File: config.mk
export PLATFORM = sky130hd
export DESIGN_NAME = rrse_core
export DESIGN_NICKNAME = d
export VERILOG_FILES = /design/src/rrse_core.v
export VERILOG_INCLUDE_DIRS = /design/src
export SDC_FILE = /design/constraint.sdc
export NUM_CORES = 1
export LEC_CHECK = 0
export BUFFER_PORTS_ARGS = -buffer_cell sky130_fd_sc_hd__buf_2
export CORE_MARGIN = 2
export CORE_UTILIZATION = 42
export DETAILED_ROUTE_END_ITERATION = 10
export PLACE_DENSITY_LB_ADDON = 0.2
export SYNTH_ARGS = -nofsm -noshare
export SYNTH_HDL_FRONTEND = slang
export SYNTH_SLANG_ARGS = --single-unit
File: constraint.sdc
create_clock -name hclk -period 10.05 [get_ports hclk]
set_input_delay 0 -clock hclk [delete_from_list [all_inputs] [get_ports hclk]]
set_output_delay 0 -clock hclk [all_outputs]
set_load 0.03 [all_outputs]
File: src/rrse_defs.vh
// constants for the return, rotate and subtract execution block
`ifndef RRSE_DEFS_VH
`define RRSE_DEFS_VH
// register offsets (byte addresses)
`define RRSE_OFS_CTRL      8'h00
`define RRSE_OFS_INSTR     8'h04
`define RRSE_OFS_WREG      8'h08
`define RRSE_OFS_STATUS    8'h0C
`define RRSE_OFS_BANK      8'h10
`define RRSE_OFS_SHADOW    8'h14
`define RRSE_OFS_PC        8'h18
`define RRSE_OFS_STACK     8'h1C
`define RRSE_OFS_RESULT    8'h20
// opcode patterns
`define RRSE_RET_HI        15'h0009
`define RRSE_ROT_HI        6'h0D
`define RRSE_SUBF_HI       6'h17
`define RRSE_SUBL_HI       8'h08
// opcode field positions
`define RRSE_BIT_D         9
`define RRSE_BIT_A         8
`define RRSE_BIT_S         0
// status flag positions
`define RRSE_FLG_C         0
`define RRSE_FLG_DC        1
`define RRSE_FLG_Z         2
`define RRSE_FLG_OV        3
`define RRSE_FLG_N         4
// operand limits
`define RRSE_IDX_LIMIT     8'h5F
`define RRSE_ACCESS_BANK   4'h0
`define RRSE_STACK_DEPTH   5'h1F
`define RRSE_SP_W          5
// ctrl bits
`define RRSE_CTL_EXT       0
`define RRSE_CTL_GO        1
`endif

File: src/rrse_core.v
// execution unit for subroutine return, rotate-left-carry and two subtracts
`include "rrse_defs.vh"

// How it works
// - return pops stack top into PC
// - s=1 restores working, flags, bank shadows
// - return keeps latches unchanged, and flags too when s=0
// - rotate left through carry, sets C N Z
// - rotate d selects working or file
// - access bit picks access or selected bank
// - extended set, a=0, f<=95 indexed offset
// - literal minus working into working, five flags
// - file minus working, two's complement, five flags
// - subtract d selects working or file
module rrse_core (
	// clock and reset
	input  wire        hclk,
	input  wire        hresetn,
	// ahb-lite slave
	input  wire        hsel,
	input  wire [7:0]  haddr,
	input  wire [1:0]  htrans,
	input  wire        hwrite,
	input  wire [2:0]  hsize,
	input  wire        hready,
	input  wire [31:0] hwdata,
	output reg  [31:0] hrdata,
	output wire        hreadyout,
	output wire        hresp,
	// file register operand from data memory
	input  wire [7:0]  file_rdata,
	// data memory write-back and operand address
	output reg         file_we,
	output reg  [11:0] file_addr,
	output reg  [7:0]  file_wdata,
	output reg         file_indexed,
	// program counter and latches
	output reg  [20:0] pc_out,
	output reg  [7:0]  pc_upper_latch,
	output reg  [7:0]  pc_high_latch
);

	// architectural state
	reg [7:0]  wreg_r;
	reg [7:0]  status_r;
	reg [3:0]  bank_select_pointer;
	reg [7:0]  working_shadow;
	reg [7:0]  flags_shadow;
	reg [3:0]  bank_pointer_shadow;
	reg [15:0] instr_r;
	reg        ext_en_r;
	reg [`RRSE_SP_W-1:0] sp_r;
	reg [20:0] stack_mem [0:`RRSE_STACK_DEPTH-1];
	reg [7:0]  result_r;
	reg        go_r;

	// bus address phase capture
	// write data trails its address by a cycle, so the address is held
	reg        wr_pend_r;
	reg [7:0]  wr_addr_r;
	wire       ahb_act;
	assign ahb_act   = hsel & hready & htrans[1];
	// every register answers at once, so the bus never stalls
	assign hreadyout = 1'b1; // zero wait states
	assign hresp     = 1'b0; // always okay

	// decode of the held instruction
	// purely combinational off the opcode register; a freshly written
	// opcode needs one cycle before the operand address follows it
	wire       is_ret;
	wire       is_rot;
	wire       is_subf;
	wire       is_subl;
	wire       d_bit;
	wire       a_bit;
	wire       s_bit;
	wire [7:0] f_fld;
	wire [7:0] lit;
	assign is_ret  = (instr_r[15:1] == `RRSE_RET_HI);
	assign is_rot  = (instr_r[15:10] == `RRSE_ROT_HI);
	assign is_subf = (instr_r[15:10] == `RRSE_SUBF_HI);
	assign is_subl = (instr_r[15:8] == `RRSE_SUBL_HI);
	assign d_bit   = instr_r[`RRSE_BIT_D];
	assign a_bit   = instr_r[`RRSE_BIT_A];
	assign s_bit   = instr_r[`RRSE_BIT_S]; // shadow select of the return
	assign f_fld   = instr_r[7:0];
	assign lit     = instr_r[7:0];

	// operand address: access bank, selected bank or indexed offset
	// the indexed flag only marks the operand; the offset add sits outside
	reg [11:0] addr_c;
	reg        idx_c;
	always @* begin
		idx_c  = 1'b0;
		addr_c = {bank_select_pointer, f_fld};
		if (!a_bit) begin
			addr_c = {`RRSE_ACCESS_BANK, f_fld};
			if (ext_en_r && f_fld <= `RRSE_IDX_LIMIT)
				idx_c = 1'b1;
		end
	end

	// arithmetic: minuend minus working register
	// literal and file operand share one subtractor; one extra bit on
	// each operand makes the top bit of the difference the borrow out
	wire [7:0] minuend;
	wire [8:0] diff;
	wire [4:0] dnib;
	wire [7:0] dres;
	wire       sub_ov;
	assign minuend = is_subl ? lit : file_rdata;
	assign diff    = {1'b0, minuend} - {1'b0, wreg_r};
	assign dnib    = {1'b0, minuend[3:0]} - {1'b0, wreg_r[3:0]};
	assign dres    = diff[7:0];
	assign sub_ov  = (minuend[7] ^ wreg_r[7]) & (minuend[7] ^ dres[7]);

	// rotate left through carry
	// carry into bit 0 is the flag as it stood before this instruction
	wire [7:0] rres;
	assign rres = {file_rdata[6:0], status_r[`RRSE_FLG_C]};

	// subtract flags: carry and digit carry are inverted borrows
	// low nibble borrow drives the digit carry the same way as the carry
	reg [7:0] sub_flags;
	always @* begin
		sub_flags = status_r;
		sub_flags[`RRSE_FLG_C]  = ~diff[8];
		sub_flags[`RRSE_FLG_DC] = ~dnib[4];
		sub_flags[`RRSE_FLG_Z]  = (dres == 8'h00);
		sub_flags[`RRSE_FLG_OV] = sub_ov;
		sub_flags[`RRSE_FLG_N]  = dres[7];
	end

	// rotate flags, overflow and digit carry untouched
	// zero and negative are judged on the rotated value, not the operand
	reg [7:0] rot_flags;
	always @* begin
		rot_flags = status_r;
		rot_flags[`RRSE_FLG_C] = file_rdata[7];
		rot_flags[`RRSE_FLG_Z] = (rres == 8'h00);
		rot_flags[`RRSE_FLG_N] = rres[7];
	end

	// return stack bookkeeping: a push to a full stack and a pop from an
	// empty one are both dropped, so the pointer can never wrap
	wire                  stack_full;
	wire                  stack_empty;
	wire                  push_c;
	wire [`RRSE_SP_W-1:0] sp_dec;
	wire [`RRSE_SP_W-1:0] sp_inc;
	assign stack_full  = (sp_r == `RRSE_STACK_DEPTH);
	assign stack_empty = (sp_r == {`RRSE_SP_W{1'b0}});
	assign push_c      = wr_pend_r & (wr_addr_r == `RRSE_OFS_STACK) & ~stack_full;
	assign sp_dec      = sp_r - {{(`RRSE_SP_W-1){1'b0}}, 1'b1};
	assign sp_inc      = sp_r + {{(`RRSE_SP_W-1){1'b0}}, 1'b1};

	// bus writes, then instruction execution on go
	// file_we is a single-cycle strobe, cleared by default every cycle
	always @(posedge hclk or negedge hresetn) begin
		if (!hresetn) begin
			wr_pend_r           <= 1'b0;
			wr_addr_r           <= 8'h00;
			wreg_r              <= 8'h00;
			status_r            <= 8'h00;
			bank_select_pointer <= 4'h0;
			working_shadow      <= 8'h00;
			flags_shadow        <= 8'h00;
			bank_pointer_shadow <= 4'h0;
			instr_r             <= 16'h0000;
			ext_en_r            <= 1'b0;
			sp_r                <= {`RRSE_SP_W{1'b0}};
			result_r            <= 8'h00;
			go_r                <= 1'b0;
			pc_out              <= 21'h000000;
			pc_upper_latch      <= 8'h00;
			pc_high_latch       <= 8'h00;
			file_we             <= 1'b0;
			file_wdata          <= 8'h00;
		end else begin
			wr_pend_r <= ahb_act & hwrite;
			if (ahb_act)
				wr_addr_r <= haddr;
			file_we <= 1'b0;
			go_r    <= 1'b0;
			if (wr_pend_r) begin
				if (wr_addr_r == `RRSE_OFS_CTRL) begin
					ext_en_r <= hwdata[`RRSE_CTL_EXT];
					go_r     <= hwdata[`RRSE_CTL_GO];
				end else if (wr_addr_r == `RRSE_OFS_INSTR) begin
					instr_r <= hwdata[15:0];
				end else if (wr_addr_r == `RRSE_OFS_WREG) begin
					wreg_r <= hwdata[7:0];
				end else if (wr_addr_r == `RRSE_OFS_STATUS) begin
					status_r <= hwdata[7:0];
				end else if (wr_addr_r == `RRSE_OFS_BANK) begin
					bank_select_pointer <= hwdata[3:0];
				end else if (wr_addr_r == `RRSE_OFS_SHADOW) begin
					working_shadow      <= hwdata[7:0];
					flags_shadow        <= hwdata[15:8];
					bank_pointer_shadow <= hwdata[19:16];
				end else if (wr_addr_r == `RRSE_OFS_PC) begin
					pc_upper_latch <= hwdata[7:0];
					pc_high_latch  <= hwdata[15:8];
				end else if (wr_addr_r == `RRSE_OFS_STACK) begin
					// push: software loads return addresses
					if (!stack_full)
						sp_r <= sp_inc;
				end
			end
			// execution follows the bus writes, so it wins a same-cycle clash
			if (go_r) begin
				if (is_ret) begin
					// empty stack: pc and pointer both stay
					if (!stack_empty) begin
						pc_out <= stack_mem[sp_dec];
						sp_r   <= sp_dec;
					end
					if (s_bit) begin
						wreg_r              <= working_shadow;
						status_r            <= flags_shadow;
						bank_select_pointer <= bank_pointer_shadow;
					end
					// s clear: working, flags and bank are left alone
					// the pc latches are never written by a return
				end else if (is_rot) begin
					status_r <= rot_flags;
					result_r <= rres;
					if (d_bit) begin
						file_we    <= 1'b1;
						file_wdata <= rres;
					end else begin
						wreg_r <= rres;
					end
				end else if (is_subl) begin
					status_r <= sub_flags;
					wreg_r   <= dres;
					result_r <= dres;
				end else if (is_subf) begin
					status_r <= sub_flags;
					result_r <= dres;
					if (d_bit) begin
						file_we    <= 1'b1;
						file_wdata <= dres;
					end else begin
						wreg_r <= dres;
					end
				end
			end
		end
	end

	// return stack storage, no reset needed
	// entries above the pointer are never read, so reset fan-out is saved
	always @(posedge hclk) begin
		if (push_c)
			stack_mem[sp_r] <= hwdata[20:0];
	end

	// operand address follows the decode every cycle
	// registered so data memory sees a clean address, at one cycle of lag
	always @(posedge hclk or negedge hresetn) begin
		if (!hresetn) begin
			file_addr    <= 12'h000;
			file_indexed <= 1'b0;
		end else begin
			file_addr    <= addr_c;
			file_indexed <= idx_c;
		end
	end

	// composite read words, packed as software writes them
	wire [31:0] shadow_word;
	wire [31:0] pc_word;
	assign shadow_word = {12'h000, bank_pointer_shadow, flags_shadow, working_shadow};
	assign pc_word     = {11'h000, pc_out[4:0], pc_high_latch, pc_upper_latch};

	// read mux, address phase registered into data phase
	// data is chosen in the address phase and held through the data phase
	always @(posedge hclk or negedge hresetn) begin
		if (!hresetn) begin
			hrdata <= 32'h00000000;
		end else if (ahb_act && !hwrite) begin
			if (haddr == `RRSE_OFS_CTRL)
				hrdata <= {31'h00000000, ext_en_r};
			else if (haddr == `RRSE_OFS_INSTR)
				hrdata <= {16'h0000, instr_r};
			else if (haddr == `RRSE_OFS_WREG)
				hrdata <= {24'h000000, wreg_r};
			else if (haddr == `RRSE_OFS_STATUS)
				hrdata <= {24'h000000, status_r};
			else if (haddr == `RRSE_OFS_BANK)
				hrdata <= {28'h0000000, bank_select_pointer};
			else if (haddr == `RRSE_OFS_SHADOW)
				hrdata <= shadow_word;
			else if (haddr == `RRSE_OFS_PC)
				hrdata <= pc_word;
			else if (haddr == `RRSE_OFS_STACK)
				hrdata <= {27'h0000000, sp_r};
			else if (haddr == `RRSE_OFS_RESULT)
				hrdata <= {24'h000000, result_r};
			else
				hrdata <= 32'h00000000; // unmapped reads zero
		end
	end

endmodule

==> flow_summary_export.csv, run 1 <==
group,metric,value,unit
setup_path,crit_arrival,5650,ps
placed_design,port_buffers,122,
sta,tns,0,ps
floorplanning,die_area,81590,sq um
grt,grt_first_pass_wirelength,130200,um
drt,drt-vias-per-instance,5.738,
logic_synthesis,synth_edf_count,651,
clock_network,clkTransAtPathRegs,60,ps
setup_path,rr_startpoint,"sp_r[0]$_DFF_PN0_",
drt,drt_pass1_iterations,6,
floorplanning,die_x,285.6,um
outcome,status,"finished clean",
grt,grtUsageMet1,31.28,%
grt,grt_use_met2,34.98,%
grt,top_usage_layer,"met2",
setup_path,cpMaxStageDelayCell,"dfrtp_4",
drt,wl,89750,um
job,cap_viol_max_count,0,
setup_path,cp_top_family,"buffers and inverters",
grt,gr-usage-all-layers,21.91,%
clock_network,clkSinkCount,811,
grt,overflow,0,
setup_path,crit_path_start,"sp_r[0]$_DFF_PN0_",
placed_design,gp_congestion,0.8853,
sta,period_needed,5087,ps
cells_and_area,layout_common_cells,"edfxtp_1 (651), nand2_1 (253), dfrtp_1 (159)",
cells_and_area,layout_commonest_cell,"edfxtp_1",
floorplanning,row_count,103,
drt,ant_nets,0,
cells_and_area,area.growth.synth_to_final,15.58,%
floorplanning,die_y,285.6,um
sta,rsz0062_at_grt,"false",
power,seqPwrFrac,50.4,%
logic_synthesis,async_reset_ff_share,19.73,%
clock_network,cts_root_buf,"clkbuf_16",
grt,grt_max_degree,90,
setup_path,cp_cell_sequence,"inv_1 > ha_1 > xor2_4 > buf_4 > buf_4 > mux4_2 > mux2i_1 > a221oi_1 > a31oi_1 > o21ai_1",
cells_and_area,nets,2271,
setup_path,cp_common_cell,"buf_4",
logic_synthesis,synth_top_area_share,58.68,%
grt,gr-usage-met3,4.051,%
sta,setup-violations-final,0,
floorplanning,io_pins,151,
setup_path,required,10610,ps
logic_synthesis,syn-instance-count,2020,
grt,grt_pass1_vias,19240,
sta,maxSlewViolCount,0,
power,p_leak,13.43,nW
power,intPower,5.683,mW
logic_synthesis,synth_top_area_cell,"edfxtp_1",
setup_path,startpoint_type,"flop",
cells_and_area,n_fill_cell,6634,
power,p_per_area,190.6,nW/um^2
logic_synthesis,syn_area,33310,sq um
sta,timing.final.crit_share,50.62,%
setup_path,end_kind,"flop",
setup_path,slowest_delay,850,ps
sta,skew,50.29,ps
drt,routedWlPerCell,27.02,um
setup_path,critPathBufInv,3,
sta,timing_hold_violations_final,0,
cells_and_area,drive_above_1_share,25.24,%
clock_network,ctsResizeCount,0,
power,p_switching,1.656,mW
drt,drcViolationCount,0,
placed_design,dp_hpwl,52350,um
floorplanning,core_area,78740,sq um
setup_path,path_class,"flop to flop",
power,swShare,22.56,%
drt,initialDrtViolationCount,1971,
logic_synthesis,ys_top_cells_by_area,"edfxtp_1 (59%), dfrtp_1 (12%), mux4_2 (9.9%), nand2_1 (2.9%), mux2i_1 (2.0%)",
drt,via_count,19060,
logic_synthesis,avgSynthCellArea,16.49,sq um
logic_synthesis,ys_ff_latch,811,
logic_synthesis,synth_seq_area_share,70.70,%
logic_synthesis,yosys_warnings,0,
power,comb_power_share,5.6,%
clock_network,cts_made_buffers,88,
logic_synthesis,ys_types,76,
sta,worst_pin_slew,1234,ps
placed_design,place_ws,4954,ps
clock_network,clkLatencyLatePin,650,ps
clock_network,cts_tree,"yes",
sta,slew_headroom,17.46,%
cells_and_area,multiInputGateArea,9310,sq um
cells_and_area,regArea,23560,sq um
logic_synthesis,ys.flop_type,"edfxtp_1",
clock_network,clockBufferDepth,3,
clock_network,post_cts_buffers,0,
sta,setup_ws,4963,ps
worst_hold_path,hp-class,"input port to asynchronous set/reset pin",
floorplanning,floorplan.initialDensity,42.31,%
cells_and_area,finish.utilization,48.90,%
clock_network,htreeDepth,3,
grt,antenna_found_initial,4,
sta,fmax,196.6,MHz
setup_path,cp_max_fo,51,
power,vdd_ir_drop_max,152.4,uV
power,clkPwrFrac,43.9,%
[per-layer routing]
metal	up-vias	wire, um
met3	108	6286
met2	652	42830
met4	0	1645
met5	-	0
li1	8247	-
met1	10050	38990
[synth_stat cells (22+ instances only)]
master and n:
a31oi_1 44, mux2_2 51, edfxtp_1 651, buf_2 28, a21oi_1 41, dfrtp_1 160, inv_1 22, clkbuf_1 74
o21ai_0 65, nor2_1 71, nand2b_1 27, nand3_1 57, nand2_1 253, mux4_2 147, mux2i_1 65
[final timing paths]
path	end	slack [ps]	cells after the start
worst max-delay path	pc_out[7]$_DFFE_PN0P_	4960	10
worst min-delay path	hrdata[3]$_DFFE_PN0P_	20	2
worst max register to register	pc_out[7]$_DFFE_PN0P_	4960	10
worst min register to register	pc_out[14]$_DFFE_PN0P_	470	2
max in group asynchronous	sp_r[0]$_DFF_PN0_	8310	3
min in group hclk	stack_mem[19][15]$_DFFE_PP_	40	1
[sequential cells by signal (all words and copies together), names as in the netlist, 5 cells and up]
name and flops:
instr_r 16, status_r 8, pc_high_latch 8, working_shadow 8, result_r 8, wreg_r 8
pc_upper_latch 8, wr_addr_r 8, file_wdata 8, sp_r 5, pc_out 21, flags_shadow 8
stack_mem 651, file_addr 12, hrdata 21
[power by group through the flow]
stage / Sequential (mW) / Combinational (mW) / Clock [mW]
floorplan: 3.76 / 0.229 / 0
global placement: 3.77 / 0.399 / 0
detailed placement: 3.77 / 0.407 / 0
CTS: 3.70 / 0.418 / 3.28
global route: 3.70 / 0.447 / 3.43
finish: 3.70 / 0.415 / 3.22
[worst register-to-register path, delay by kind of cell, from the launching register on]
family / cells / cell delay (ps)
compound gates: 3 / 950
xor+xnor: 1 / 560
buf+inv: 3 / 1730
fa+ha+maj: 1 / 410
flops: 1 / 850
mux: 2 / 530
[stage by stage]
stage                     instance area [sq um]  instances  hold slack (ps)  total power, mW
after floorplan                           33360       2031           -295.6            3.989
after global placement                    35260       3127            115.4            4.167
after detailed placement                  35260       3127            143.0            4.176
after CTS                                 38500       3320            17.69            7.400
after global routing                      38500       3320            45.95            7.576
final                                     38510       3322            17.62            7.338
[cells by family (layout without fill, tap and decap cells)]
logic type               count (synthesis)  after routing  synth area share [%]
other                                    2             15               0.02254
AO/OA/AOI/OAI                          267            267                 5.348
XOR/XNOR                                10             10                0.2855
buffers and inverters                  148            387                 2.047
AND/OR/NAND/NOR                        494            494                 6.918
adder cells (fa/ha/maj)                 14             14                0.5484
flip-flops                             811            811                 70.70
multiplexers                           274            274                 14.13
[layout make-up]
type | instances | share of cell area [%]
Tap cell | 1050 | 3.412
Antenna cell | 2 | 0.01300
Multi-Input combinational cell | 1072 | 24.18
Sequential cell | 811 | 61.18
Inverter | 22 | 0.2145
Clock inverter | 52 | 1.407
Clock buffer | 109 | 6.190
Timing Repair Buffer | 204 | 3.409
[what timing repair did]
action,4_1_cts,5_1_grt
hold buffers,32,0
setup endpoints to repair,0,0
hold endpoints to repair,446,0
No activity file was read; power rests on OpenSTA's default activity.
==> inputs of run 2 (changes only) <==
==> constraint.sdc (replaced) <==
create_clock -name hclk -period 4.8 [get_ports hclk]
set_input_delay 0 -clock hclk [delete_from_list [all_inputs] [get_ports hclk]]
set_output_delay 0 -clock hclk [all_outputs]
set_load 0.03 [all_outputs]
==> run 2 against run 1 <==
Compared with the run above: non-clock buffer count increased by 16; clock-buffer cell count increased by 9; register-to-register slack got worse by 3900 ps; utilization increased by 0.26 points; clock power increased by 110%; clock skew increased by 2.3 ps.
==> flow_summary_export.csv, run 2 (same netlist as run 1, synthesis figures left out) <==
group,metric,value,unit
grt,overflow,0,
sta,timing_hold_violations_final,0,
placed_design,dpl.cell_count,3140,
clock_network,cts_tree,"yes",
drt,initialDrtViolationCount,1911,
sta,fmax,265.7,MHz
setup_path,critPathBufInv,4,
placed_design,gp_congestion,0.9029,
placed_design,port_buffers,122,
power,p_leak,13.53,nW
sta,rsz0062_at_grt,"false",
grt,grt_max_degree,77,
setup_path,startpoint_type,"flop",
drt,routedWlPerCell,26.90,um
cells_and_area,area.growth.synth_to_final,16.20,%
floorplanning,die_y,285.6,um
cells_and_area,nets,2285,
setup_path,rr_startpoint,"sp_r[0]$_DFF_PN0_",
drt,drcViolationCount,0,
clock_network,clkSinkCount,811,
floorplanning,die_x,285.6,um
drt,drt-vias-per-instance,5.724,
drt,wl,89710,um
drt,ant_nets,0,
clock_network,post_cts_buffers,0,
setup_path,cp_max_fo,68,
clock_network,htreeDepth,3,
setup_path,end_kind,"flop",
setup_path,cp.depth,11,
floorplanning,die_area,81590,sq um
setup_path,cp_common_cell,"buf_4",
floorplanning,row_count,103,
power,vdd_ir_drop_max,290.1,uV
grt,antenna_found_initial,5,
sta,timing.final.crit_share,78.42,%
setup_path,cp_cell_sequence,"inv_1 > ha_1 > xor2_4 > buf_12 > buf_4 > mux4_2 > nand2_1 > a221oi_1 > buf_4 > a31oi_1 > o21ai_0",
cells_and_area,regMostFlops,"stack_mem",
setup_path,slowest_delay,850,ps
floorplanning,core_area,78740,sq um
drt,drt_pass1_iterations,5,
setup_path,endpoint,"pc_out[9]$_DFFE_PN0P_",
cells_and_area,final_cells,3335,
outcome,status,"finished clean",
power,p_per_area,399.9,nW/um^2
sta,tns,0,ps
sta,setup-violations-final,0,
cells_and_area,layout_common_cells,"edfxtp_1 (651), nand2_1 (253), dfrtp_1 (159)",
floorplanning,io_pins,151,
clock_network,clkLatencyLatePin,660,ps
setup_path,r2r-end,"pc_out[9]$_DFFE_PN0P_",
setup_path,crit_arrival,4320,ps
clock_network,clkTransAtPathRegs,60,ps
clock_network,cts_made_buffers,86,
sta,maxSlewViolCount,0,
cells_and_area,drive_above_1_share,25.44,%
worst_hold_path,hp-class,"input port to flop",
sta,worst_pin_slew,1114,ps
grt,grt_first_pass_wirelength,132500,um
floorplanning,floorplan.initialDensity,42.31,%
clock_network,cts_root_buf,"clkbuf_16",
cells_and_area,largest_reg_flops,651,
clock_network,clockBufferDepth,3,
cells_and_area,layout_commonest_cell,"edfxtp_1",
setup_path,cpMaxStageDelayCell,"dfrtp_4",
setup_path,ff2ff_setup_slack,1040,ps
cells_and_area,reg_top3,"stack_mem (651), hrdata (21), pc_out (21)",
placed_design,dp_hpwl,54530,um
setup_path,r2r_cells,11,
setup_path,cp_top_family,"buffers and inverters",
job,cap_viol_max_count,0,
grt,grt_pass1_vias,19850,
setup_path,required,5360,ps
sta,slew_headroom,25.48,%
setup_path,crit_path_start,"sp_r[0]$_DFF_PN0_",
drt,via_count,19090,
sta,period_needed,3764,ps
grt,gr-usage-all-layers,22.11,%
sta,skew,52.56,ps
setup_path,path_class,"flop to flop",
==> run 2: worst reg2reg max path, cell delays in order (launching register included) <==
cell and delay [ps]:
dfrtp_4 850, inv_1 320, ha_1 390, xor2_4 190, buf_12 380, buf_4 410
mux4_2 230, nand2_1 50, a221oi_1 440, buf_4 210, a31oi_1 40, o21ai_0 150
==> run 2: how the worst min path moves through the flow <==
| stage | depth (start not counted) | startpoint | slack (ps) | endpoint |
|---|---|---|---|---|
| floorplan | 0 | hresetn | -300 | bank_pointer_shadow[0]$_DFFE_PN0P_ |
| global placement | 1 | hresetn | 70 | hrdata[5]$_DFFE_PN0P_ |
| detailed placement | 1 | hresetn | 80 | file_addr[0]$_DFF_PN0_ |
| CTS | 1 | hwdata[2] | 0.2 | stack_mem[23][2]$_DFFE_PP_ |
| global route | 1 | hwdata[12] | 30 | stack_mem[8][12]$_DFFE_PP_ |
| finish | 1 | hwdata[12] | 20 | stack_mem[0][12]$_DFFE_PP_ |
==> run 2: through the flow <==
stage / power [mW] / utilization [%] / hold slack [ps] / setup WS, ps / instance area (sq um)
2_1_floorplan: 8.352 / - / -295.6 / 1259 / 33360
6_report: 15.48 / 49.16 / 21.87 / 1036 / 38710
4_1_cts: 15.63 / 49.16 / 0.1907 / 971.4 / 38710
3_5_place_dp: 8.752 / 44.94 / 84.69 / 983.0 / 35390
5_1_grt: 15.96 / 49.16 / 34.29 / 788.7 / 38710
3_3_place_gp: 8.733 / 44.94 / 67.54 / 1009 / 35390
==> run 2: power breakdown <==
part	leakage [nW]	total (mW)	switching, mW	internal [mW]
Combinational	4.27	0.884	0.568	0.316
Sequential	7.83	7.75	0.0851	7.66
Clock	1.43	6.85	2.79	4.06
Total	13.5	15.5	3.45	12.0
==> run 2: repair_timing <==
action                                 CTS  global route
endpoints found under the hold margin  421             0
setup endpoints to repair                0             0
gates resized for setup                  0             0
hold buffers                            35             0
==> run 2: metal layers <==
metal | track usage [%] | wire length [um] | part of all wire (%)
met1 | 31.37 | 39850 | 44
met2 | 36.29 | 43570 | 49
met3 | 2.863 | 4503 | 5.0
met4 | 5.798 | 1795 | 2.0
met5 | 0 | 0 | 0
==> run 2: layout make-up <==
cell class | instances | area, sq um
Antenna cell | 1 | 2.502
Clock buffer | 118 | 2385
Clock inverter | 41 | 569.3
Fill cell | 6693 | 40030
Inverter | 22 | 82.58
Multi-Input combinational cell | 1072 | 9295
Sequential cell | 811 | 23560
Tap cell | 1050 | 1314
Timing Repair Buffer | 220 | 1508
